==> config.mk <==
export PLATFORM = sky130hd
export DESIGN_NAME = ucie_top
export DESIGN_NICKNAME = d
export VERILOG_FILES = /design/src/ucie_pkg.sv /design/src/ucie_flag_if.sv /design/src/ucie_flag_reg.sv /design/src/ucie_top.sv
export SDC_FILE = /design/constraint.sdc
export NUM_CORES = 1
export LEC_CHECK = 0
export ABC_AREA = 0
export BUFFER_PORTS_ARGS = -buffer_cell sky130_fd_sc_hd__buf_2
export CAP_MARGIN = 20
export CORE_MARGIN = 2
export CORE_UTILIZATION = 44
export DETAILED_ROUTE_END_ITERATION = 12
export PLACE_DENSITY = 0.72
export SLEW_MARGIN = 15
export SYNTH_ARGS = -nofsm -noshare
export SYNTH_HDL_FRONTEND = slang
export SYNTH_SLANG_ARGS = --single-unit
==> constraint.sdc <==
create_clock -name pclk -period 1.8 [get_ports pclk]
set_input_delay 0.27 -clock pclk [delete_from_list [all_inputs] [get_ports pclk]]
set_output_delay 0.27 -clock pclk [all_outputs]
set_load 0.01 [all_outputs]
==> src/ucie_pkg.sv <==
// Package: register map, field positions, reset values and timing counts for the USB event block
package ucie_pkg;
    // ****************************************
    // Register indices (printed offsets are not all multiples of four)
    // ****************************************
    localparam logic [7:0] UCIE_IDX_CMN_FLAGS = 8'h06;
    localparam logic [7:0] UCIE_IDX_IN_EN     = 8'h07;
    localparam logic [7:0] UCIE_IDX_IN_FLAGS  = 8'h02;
    localparam logic [7:0] UCIE_IDX_CTRL      = 8'h10;
    localparam logic [7:0] UCIE_IDX_IRQ_STAT  = 8'h11;
    localparam logic [7:0] UCIE_IDX_IRQ_MASK  = 8'h12;
    localparam logic [7:0] UCIE_IDX_STATE     = 8'h13;

    // ****************************************
    // Field positions and reset values
    // ****************************************
    localparam int UCIE_BIT_SUSP  = 0;
    localparam int UCIE_BIT_RESUM = 1;
    localparam int UCIE_BIT_BRST  = 2;
    localparam int UCIE_BIT_SOF   = 3;
    localparam int UCIE_BIT_EP0   = 0;
    localparam int UCIE_BIT_CTRL_SUSPEND_DETECT_ENABLE = 0;
    localparam logic [3:0] UCIE_RST_CMN_FLAGS = 4'h0;
    localparam logic [3:0] UCIE_RST_IN_EN     = 4'hF;
    localparam logic [3:0] UCIE_RST_IN_FLAGS  = 4'h0;
    localparam logic [0:0] UCIE_RST_CTRL      = 1'h0;
    localparam logic [1:0] UCIE_RST_IRQ_MASK  = 2'h3;

    // ****************************************
    // Timing: frame period 1 ms, plus slack before synthesizing a missed SOF
    // ****************************************
    localparam int UCIE_CLK_MHZ       = 125;
    localparam int UCIE_FRAME_US      = 1000;
    localparam int UCIE_FRAME_CYC     = UCIE_FRAME_US * UCIE_CLK_MHZ;
    localparam int UCIE_SOF_SLACK_CYC = 125;
    localparam int UCIE_TMR_W         = 18;

    function automatic logic [31:0] ucie_byte_addr(input logic [7:0] idx);
        return {22'h0, idx, 2'h0};
    endfunction
endpackage

==> src/ucie_flag_if.sv <==
// Interface: a four-bit sticky flag group with set, read-clear and current value
`timescale 1ns/1ps
interface ucie_flag_if;
    logic [3:0] set_req;
    logic       rd_clr;
    logic [3:0] flags;
    modport owner (input set_req, input rd_clr, output flags);
    modport user  (output set_req, output rd_clr, input flags);
endinterface

==> src/ucie_flag_reg.sv <==
// Module: four sticky flags, set wins over a clearing read
`timescale 1ns/1ps
module ucie_flag_reg
    import ucie_pkg::*;
#(
    parameter logic [3:0] RST_VAL = 4'h0
) (
    input  wire logic   pclk,
    input  wire logic   presetn,
    ucie_flag_if.owner  fl
);
    logic [3:0] flags_ff;
    logic [3:0] nxt_flags;

    // A set landing on the clearing read stays pending
    assign nxt_flags = (fl.rd_clr ? 4'h0 : flags_ff) | fl.set_req;
    assign fl.flags  = flags_ff;

    always_ff @(posedge pclk or negedge presetn) begin
        if (!presetn) begin
            flags_ff <= RST_VAL;
        end else begin
            flags_ff <= nxt_flags;
        end
    end

    AST_SET_WINS: assert property (@(posedge pclk) disable iff (!presetn)
        |fl.set_req |=> ((flags_ff & $past(fl.set_req)) == $past(fl.set_req)))
        else $error("flag set was lost");
endmodule

==> src/ucie_top.sv <==
// Module: USB common event flags and IN endpoint interrupt enables behind APB
//
// The implementer's own choice: the APB interface to the registers.
`timescale 1ns/1ps
module ucie_top
    import ucie_pkg::*;
#(
    parameter int FRAME_CYC = UCIE_FRAME_CYC,
    parameter int SLACK_CYC = UCIE_SOF_SLACK_CYC
) (
    input  wire logic        pclk,
    input  wire logic        presetn,
    input  wire logic        psel,
    input  wire logic        penable,
    input  wire logic        pwrite,
    input  wire logic [31:0] paddr,
    input  wire logic [31:0] pwdata,
    output logic      [31:0] prdata,
    output logic             pready,
    output logic             pslverr,
    input  wire logic        sof_token,
    input  wire logic        bus_reset_seen,
    input  wire logic        resume_seen,
    input  wire logic        suspend_seen,
    input  wire logic [3:0]  in_ep_event,
    output logic             usb_irq,
    output logic             irq
);
    // ****************************************
    // Pin synchronisers for bus-line events
    // ****************************************
    logic [3:0] pin_s1_ff;
    logic [3:0] pin_s2_ff;
    logic [3:0] pin_d_ff;
    logic [3:0] pin_rise;

    always_ff @(posedge pclk or negedge presetn) begin
        if (!presetn) begin
            pin_s1_ff <= 4'h0;
            pin_s2_ff <= 4'h0;
            pin_d_ff  <= 4'h0;
        end else begin
            pin_s1_ff <= {sof_token, bus_reset_seen, resume_seen, suspend_seen};
            pin_s2_ff <= pin_s1_ff;
            pin_d_ff  <= pin_s2_ff;
        end
    end
    assign pin_rise = pin_s2_ff & ~pin_d_ff;

    // ****************************************
    // APB decode
    // ****************************************
    logic acc;
    logic wr;
    logic rd;
    logic hit_cmn;
    logic hit_en;
    logic hit_inf;
    logic hit_ctrl;
    logic hit_stat;
    logic hit_mask;
    logic hit_state;
    logic hit_any;

    assign acc       = psel & penable;
    assign wr        = acc & pwrite;
    assign rd        = acc & ~pwrite;
    assign hit_cmn   = paddr == ucie_byte_addr(UCIE_IDX_CMN_FLAGS);
    assign hit_en    = paddr == ucie_byte_addr(UCIE_IDX_IN_EN);
    assign hit_inf   = paddr == ucie_byte_addr(UCIE_IDX_IN_FLAGS);
    assign hit_ctrl  = paddr == ucie_byte_addr(UCIE_IDX_CTRL);
    assign hit_stat  = paddr == ucie_byte_addr(UCIE_IDX_IRQ_STAT);
    assign hit_mask  = paddr == ucie_byte_addr(UCIE_IDX_IRQ_MASK);
    assign hit_state = paddr == ucie_byte_addr(UCIE_IDX_STATE);
    assign hit_any   = hit_cmn | hit_en | hit_inf | hit_ctrl | hit_stat | hit_mask | hit_state;
    // Zero-wait slave: every access completes in its first access cycle
    assign pready    = 1'b1;
    assign pslverr   = acc & ~hit_any;

    // ****************************************
    // Software-written registers
    // ****************************************
    logic [3:0] in_en_ff;
    logic [0:0] ctrl_ff;
    logic [1:0] irq_mask_ff;
    logic       susp_ff;

    always_ff @(posedge pclk or negedge presetn) begin
        if (!presetn) begin
            in_en_ff    <= UCIE_RST_IN_EN;
            ctrl_ff     <= UCIE_RST_CTRL;
            irq_mask_ff <= UCIE_RST_IRQ_MASK;
        end else begin
            if (wr && hit_en) begin
                in_en_ff <= pwdata[3:0];
            end
            if (wr && hit_ctrl) begin
                ctrl_ff <= pwdata[0:0];
            end
            if (wr && hit_mask) begin
                irq_mask_ff <= pwdata[1:0];
            end
        end
    end

    // ****************************************
    // Frame timer: synthesizes SOF when a token is missed
    // ****************************************
    logic [UCIE_TMR_W-1:0] frm_ff;
    logic [UCIE_TMR_W-1:0] nxt_frm;
    logic                  frm_run_ff;
    logic                  sof_synth;
    logic                  sof_evt;

    // SOF is only synthesized after a real SOF has locked frame timing; the counter runs except while suspended, and a bus reset clears it
    assign sof_synth = frm_run_ff && (frm_ff == UCIE_TMR_W'(FRAME_CYC + SLACK_CYC - 1));
    assign sof_evt   = pin_rise[UCIE_BIT_SOF] | sof_synth;
    assign nxt_frm   = sof_evt ? UCIE_TMR_W'(SLACK_CYC) : frm_ff + UCIE_TMR_W'(1);

    always_ff @(posedge pclk or negedge presetn) begin
        if (!presetn) begin
            frm_ff     <= '0;
            frm_run_ff <= 1'b0;
        end else begin
            frm_ff <= (susp_ff || pin_rise[UCIE_BIT_BRST]) ? '0 : nxt_frm;
            if (pin_rise[UCIE_BIT_SOF]) begin
                frm_run_ff <= 1'b1;
            end else if (susp_ff || pin_rise[UCIE_BIT_BRST]) begin
                frm_run_ff <= 1'b0;
            end
        end
    end

    // ****************************************
    // Suspend state of the core
    // ****************************************
    logic susp_evt;
    logic resum_evt;

    assign susp_evt  = ctrl_ff[UCIE_BIT_CTRL_SUSPEND_DETECT_ENABLE] & pin_rise[UCIE_BIT_SUSP];
    assign resum_evt = susp_ff & pin_rise[UCIE_BIT_RESUM];

    always_ff @(posedge pclk or negedge presetn) begin
        if (!presetn) begin
            susp_ff <= 1'b0;
        end else if (susp_evt) begin
            susp_ff <= 1'b1;
        end else if (resum_evt || pin_rise[UCIE_BIT_BRST]) begin
            susp_ff <= 1'b0;
        end
    end

    // ****************************************
    // Flag registers
    // ****************************************
    ucie_flag_if cmn_if ();
    ucie_flag_if inf_if ();

    assign cmn_if.set_req[UCIE_BIT_SOF]   = sof_evt;
    assign cmn_if.set_req[UCIE_BIT_BRST]  = pin_rise[UCIE_BIT_BRST];
    assign cmn_if.set_req[UCIE_BIT_RESUM] = resum_evt;
    assign cmn_if.set_req[UCIE_BIT_SUSP]  = susp_evt;
    assign cmn_if.rd_clr                  = rd & hit_cmn;
    // Endpoint events come from core logic on this clock: no synchroniser
    assign inf_if.set_req                 = in_ep_event;
    assign inf_if.rd_clr                  = rd & hit_inf;

    ucie_flag_reg #(.RST_VAL(UCIE_RST_CMN_FLAGS)) u_cmn (
        .pclk    (pclk),
        .presetn (presetn),
        .fl      (cmn_if.owner)
    );

    ucie_flag_reg #(.RST_VAL(UCIE_RST_IN_FLAGS)) u_inf (
        .pclk    (pclk),
        .presetn (presetn),
        .fl      (inf_if.owner)
    );

    // ****************************************
    // Interrupts
    // ****************************************
    logic [1:0] irq_stat_ff;
    logic [1:0] irq_evt;
    logic       usb_irq_ff;
    logic       ep_pend;

    assign ep_pend = |(inf_if.flags & in_en_ff);
    assign irq_evt = {|cmn_if.set_req, |(inf_if.set_req & in_en_ff)};

    always_ff @(posedge pclk or negedge presetn) begin
        if (!presetn) begin
            irq_stat_ff <= 2'h0;
            usb_irq_ff  <= 1'b0;
        end else begin
            irq_stat_ff <= ((rd && hit_stat) ? 2'h0 : irq_stat_ff) | irq_evt;
            usb_irq_ff  <= ep_pend;
        end
    end
    assign usb_irq = usb_irq_ff;
    assign irq     = |(irq_stat_ff & irq_mask_ff);

    // ****************************************
    // Read data, registered at the edge that ends the setup phase
    // ****************************************
    logic [31:0] rmux;
    logic [31:0] prdata_ff;

    // Upper bits of every register read as zero
    assign rmux = hit_cmn   ? {28'h0, cmn_if.flags} :
                  hit_en    ? {28'h0, in_en_ff} :
                  hit_inf   ? {28'h0, inf_if.flags} :
                  hit_ctrl  ? {31'h0, ctrl_ff} :
                  hit_stat  ? {30'h0, irq_stat_ff} :
                  hit_mask  ? {30'h0, irq_mask_ff} :
                  hit_state ? {30'h0, frm_run_ff, susp_ff} : 32'h0;

    always_ff @(posedge pclk or negedge presetn) begin
        if (!presetn) begin
            prdata_ff <= 32'h0;
        end else if (psel && !penable && !pwrite) begin
            prdata_ff <= rmux;
        end
    end
    assign prdata = prdata_ff;

    // ****************************************
    // Checks
    // ****************************************
    AST_SOF_SET: assert property (@(posedge pclk) disable iff (!presetn)
        pin_rise[UCIE_BIT_SOF] |=> cmn_if.flags[UCIE_BIT_SOF])
        else $error("SOF token did not set flag");
    AST_SOF_SYNTH: assert property (@(posedge pclk) disable iff (!presetn)
        sof_synth |=> cmn_if.flags[UCIE_BIT_SOF])
        else $error("synthesized SOF did not set flag");
    AST_RD_CLR: assert property (@(posedge pclk) disable iff (!presetn)
        (rd && hit_cmn && !(|cmn_if.set_req)) |=> cmn_if.flags == 4'h0)
        else $error("read did not clear common flags");
    AST_RESET_SET: assert property (@(posedge pclk) disable iff (!presetn)
        pin_rise[UCIE_BIT_BRST] |=> cmn_if.flags[UCIE_BIT_BRST])
        else $error("bus reset flag not set");
    AST_RESUME_ONLY_SUSP: assert property (@(posedge pclk) disable iff (!presetn)
        $rose(cmn_if.flags[UCIE_BIT_RESUM]) |-> $past(susp_ff))
        else $error("resume flag set while not suspended");
    AST_EP0_GATE: assert property (@(posedge pclk) disable iff (!presetn)
        (inf_if.flags == 4'h1 && !in_en_ff[UCIE_BIT_EP0]) |=> !usb_irq)
        else $error("disabled control endpoint raised irq");
    AST_EP_IRQ: assert property (@(posedge pclk) disable iff (!presetn)
        |(inf_if.flags & in_en_ff) |=> usb_irq)
        else $error("enabled endpoint flag did not raise irq");
    AST_EP_GATE: assert property (@(posedge pclk) disable iff (!presetn)
        !(|(inf_if.flags & in_en_ff)) |=> !usb_irq)
        else $error("irq raised with no enabled flag");
    AST_EN_WRITE: assert property (@(posedge pclk) disable iff (!presetn)
        (wr && hit_en) |=> in_en_ff == $past(pwdata[3:0]))
        else $error("enable register did not take write");
    AST_IN_CLR: assert property (@(posedge pclk) disable iff (!presetn)
        (rd && hit_inf && in_ep_event == 4'h0) |=> inf_if.flags == 4'h0)
        else $error("endpoint flags not cleared by read");
    AST_SUSP_EN: assert property (@(posedge pclk) disable iff (!presetn)
        $rose(cmn_if.flags[UCIE_BIT_SUSP]) |-> $past(ctrl_ff[UCIE_BIT_CTRL_SUSPEND_DETECT_ENABLE]))
        else $error("suspend flag set while detection disabled");
    AST_UPPER_ZERO: assert property (@(posedge pclk) disable iff (!presetn)
        (psel && !penable && !pwrite && (hit_cmn || hit_en)) |=> prdata[31:4] == 28'h0)
        else $error("upper bits not zero");
endmodule

After elaboration in Yosys (flattened, before gate mapping)
Cells that the tools add are included.
Cells by class
  bitwise gates (word level): 25
  add/sub/neg operators: 1
  muxes and demuxes: 16
  equal/unequal tests: 8
  reductions and logical operators: 17
Operators by type and width (number)
  32-bit by 7-bit == test with 1-bit output, second input constant: 4
  32-bit by 5-bit == test with 1-bit output, second input constant: 2
  18-bit 2-to-1 mux: 2
  32-bit by 4-bit == test with 1-bit output, second input constant: 1
  4-bit 2-to-1 mux: 5
  18-bit by 1-bit adder with 18-bit output, second input constant: 1
  18-bit by 17-bit == test with 1-bit output, second input constant: 1
  4-bit AND: 3
  4-bit OR reduction: 3
  2-bit 2-to-1 mux: 5
  1-bit AND: 8
  4-bit OR: 2
  1-bit logical AND: 7
  1-bit OR: 7
  1-bit 2-to-1 mux: 4
  4-bit inverter: 1
  2-bit nonzero test: 2
  2-bit AND: 1
  1-bit zero test: 2
  1-bit logical OR: 2
  1-bit inverter: 2
  2-bit OR: 1
  2-bit OR reduction: 1
Storage, ports and cells
  logic and storage cells: 81
  input port bits: 77
  register bits after elaboration: 82
  output and inout port bits: 36

Longest topological paths before layout
  word-level depth: 9
  depth in mapped cells: 7
  depth with buffers taken out: 6

Modules after synthesis
From an unflattened synthesis, not the netlist that was laid out.
Unflattened totals
  cell total of the unflattened synthesis: 263
  area total of the unflattened synthesis: 2732.6 um^2
Modules (own cells, without submodules)
  ucie_top: times used 1, cells each 245, area an instance 2464.9 um^2, sequential area each 1158.6 um^2
  ucie_flag_reg: times used 2, cells each 9, area an instance 133.9 um^2, sequential area each 100.1 um^2

Worst setup path before layout
OpenSTA, ideal clock, no wires.
  path type: input port to flip-flop
  from: input paddr[4]
  to: register ctrl_ff
  path buffers: 1
  required time: 1675 ps
  arrival: 1544 ps
  stages: 5
  library setup time: 125 ps
  setup slack: 131 ps
  cells stage by stage: buf_2 nor2b_4 or3b_2 nor4_1 mux2_2
Between the ends
  cells in the longest elaborated chain, start to end: 2
Ends and longest elaborated chain
  start: declaration: line ucie_top.sv:16  | input wire logic [31:0] paddr,
  32-bit by 7-bit == test with 1-bit output: line ucie_top.sv:71  | assign hit_ctrl = paddr == ucie_byte_addr(UCIE_IDX_CTRL);
  1-bit logical AND: line ucie_top.sv:97  | if (wr && hit_ctrl) begin
  end signal: assignment: line ucie_top.sv:98  | ctrl_ff <= pwdata[0:0];
  end: declaration: line ucie_top.sv:84  | logic [0:0] ctrl_ff;
No other way between the ends.
A chain may end at the register's enable or synchronous reset.

Worst setup path in the final report
  from: input paddr[7]
  to: output pslverr
Between the ends
  cells in the longest elaborated chain, start to end: 9
  elaborated cells on any way between the ends: 15
  classes of those cells: eq/ne: 7; bitwise: 8
Ends and longest elaborated chain
  32-bit by 5-bit == test with 1-bit output, on equally long branches: line ucie_top.sv:68, ucie_top.sv:69
  1-bit OR (5 in series): line ucie_top.sv:75  | assign hit_any = hit_cmn | hit_en | hit_inf | hit_ctrl | hit_stat | hit_mask | hit_state;
  1-bit OR (*): line ucie_top.sv:75
  1-bit inverter (*): line ucie_top.sv:78  | assign pslverr = acc & ~hit_any;
  1-bit AND (*): line ucie_top.sv:78
  end: declaration: line ucie_top.sv:20  | output logic pslverr,
Every way passes the cells marked *; elsewhere a longest branch is shown, timed or not.

==> results_dict.tcl <==
set metrics [dict create \
    port_buffers 55 \
    cap_viol_max_count 0 \
    max_slew_margin_pct 64.82 \
    gp_congestion 0.7987 \
    yosys_register_bits 54 \
    final_common_cell "buf_2" \
    finalCritPeriodShare_pct 95.11 \
    path_class "input port to primary output" \
    grt_overflow_total 0 \
    dieWidth_um 85.52 \
    drive_above_1_share_pct 32.85 \
    clock_skew_ps 10.28 \
    root_buffer "clkbuf_8" \
    drt-wirelength-per-cell_um 13.26 \
    power_leakage_nw 1.545 \
    setup_viol 0 \
    worstMarginPinSlew_ps 527.7 \
    synth.avg_cell_area_um2 10.63 \
    synth_ff_type "dfrtp_1" \
    layout_common_cells "buf_2, dfrtp_1, conb_1" \
    synthCells 275 \
    total_power_mw 2.331 \
    cts_buffers 5 \
    cts_htree_levels 2 \
    fmax_mhz 584.1 \
    syn2layout_area_growth_pct 16.09 \
    ys_seq_area_share_pct 46.47 \
    netlist-cell-type-count 56 \
    yosysTopAreaCell "dfrtp_1" \
    fin_nets 422 \
    holdCritPathClass "input port to flop" \
    antenna_found_initial 0 \
    post-dp-hpwl_mm 4.351 \
    startpoint_type "input port" \
    finalSetupTns_ps 0 \
    routed_via_density 5.271 \
    critPathCaptureType "primary output" \
    start_util_pct 45.79 \
    ys_async_sr_fraction_pct 100.0 \
    fp.dieH_um 85.52 \
    grt_pass1_wl_mm 9.404 \
    synth.area.top_cells "dfrtp_1, buf_4, dfstp_2" \
    drtIter0Drc 85 \
    synth_edf_count 0 \
    coreArea_um2 6386 \
    grt_setup_unrepaired "false" \
    status "complete, no violations" \
    slew_violations 0 \
    cts_tree "built" \
    dieArea_um2 7314 \
    fin_crit_ps 1712 \
    worst_skew_pair.late_latency_ps 310 \
    seq_area_um2 1361 \
    clock-sinks 54 \
    grt_start_max_net_pins 33 \
    drt-pass1-iter-count 4 \
    io_pins 113 \
    track_usage_pct 15.87 \
    crit_arrival_ps 1440 \
    rows 29 \
    drtAntennaViolNets 0 \
    required_ps 1530 \
    crit_path_max_fanout 5 \
    fillerInstances 550 \
    wl_mm 5.582 \
    p_per_area_nw_per_um2 686.7 \
    synth.top_cell.area_share_pct 41.08 \
    yosysWarnings 0 \
    multi_input_area_um2 1399 \
    hold_violations 0 \
    num_vias 2219 \
    antennaDiodeCount 0 \
    synthesis.area_um2 2924 \
    drc_errors 0 \
    first_global_vias 2112 \
    cts.path.max_buffers 2 \
    vdd_drop_max_mv 0.4538 \
    clk_pin_slew_worst_paths_ps 100 \
]
Yosys cell counts, drive strengths merged (2+ instances only):
| master | number |
|---|---|
| a22oi | 4 |
| a22o | 3 |
| nand3 | 8 |
| or3b | 2 |
| clkbuf | 4 |
| xor2 | 5 |
| o31ai | 7 |
| xnor2 | 4 |
| o21ai | 9 |
| or2 | 4 |
| and4 | 3 |
| and3 | 3 |
| dfrtp | 48 |
| nand2b | 6 |
| nor2b | 5 |
| nand4 | 7 |
| and2 | 2 |
| mux2 | 8 |
| nor2 | 14 |
| dfstp | 6 |
| buf | 32 |
| nand3b | 5 |
| nor3 | 7 |
| nand2 | 14 |
| nor4 | 14 |
| a21o | 2 |
| conb | 2 |
| nor4b | 2 |
| ha | 2 |
| inv | 10 |
| a21oi | 17 |
| or4 | 4 |
routing by layer:
metal | part of all wire, % | global-route usage [%]
met2 | 48 | 26.14
met5 | 0 | 0
met1 | 44 | 21.25
met3 | 6.4 | 3.272
met4 | 1.4 | 4.762
metrics by stage:
stage                     instances  worst slack, ps  utilization [%]  area (um^2)  hold slack [ps]
after global routing            421            13.69            53.15         3395            46.32
final                           421            88.11            53.15         3395            62.62
after global placement          409           0.9929            50.84         3247            280.3
after detailed placement        409           -67.30            50.84         3247            281.0
after CTS                       419            16.07            52.70         3366            52.30
after floorplan                 302            131.2                -         3025           -25.59
registers in the layout, summed over array words and instances, names as in the netlist:
signal	cells
usb_irq	1
u_inf.fl.flags	4
irq_mask_ff	2
irq_stat_ff	2
prdata	4
pin_d_ff	4
pin_s2_ff	4
frm_run_ff	1
in_en_ff	4
frm_ff	18
pin_s1_ff	4
u_cmn.fl.flags	4
ctrl_ff	1
susp_ff	1
critical path, cell delays in order:
cell     delay [ps]
buf_2           110
nor4_4          330
nand4_4         170
o311a_2         410
buf_2           140
layout make-up:
cell class	count	area share, %
Clock buffer	5	2.027
Clock inverter	3	0.8478
Inverter	10	1.106
Multi-Input combinational cell	202	41.21
Sequential cell	54	40.10
Tap cell	77	2.838
Timing Repair Buffer	70	11.87
power by group:
part	switching [mW]	leakage, nW	total, mW	internal [mW]
Combinational	0.174	0.861	0.305	0.130
Sequential	0.0401	0.634	1.30	1.26
Clock	0.435	0.0506	0.727	0.292
cells by family (layout without fill, tap and decap cells):
logic type	after synthesis	after routing	share of synthesized area (%)
DFF	54	54	46.47
buffers and inverters	46	88	9.670
and+or+nand+nor	102	102	24.05
adders and majority gates	2	2	0.8557
xor gates and xnor gates	9	9	2.696
other	2	29	0.2568
muxes	10	10	4.707
AOI/OAI and AO/OA	50	50	11.30
final timing paths:
path,from,to,slack [ps],cells after the start
setup / recovery,paddr[7],pslverr,90,5
hold / removal,bus_reset_seen,pin_s1_ff[2],60,1
setup reg to reg,frm_ff[1],frm_ff[1],130,6
hold reg to reg,pin_s1_ff[3],pin_s2_ff[3],360,0
max in group asynchronous,presetn,irq_mask_ff[0],730,3
min in group asynchronous,presetn,frm_ff[11],460,2
what timing repair did:
action	CTS	global route
hold buffers	1	0
hold endpoints to repair	18	0
buffers inserted	1	2
endpoints found under the setup margin	10	12
pin swaps	1	0
gates resized for setup	1	5
(Power assumes the default switching activity.)
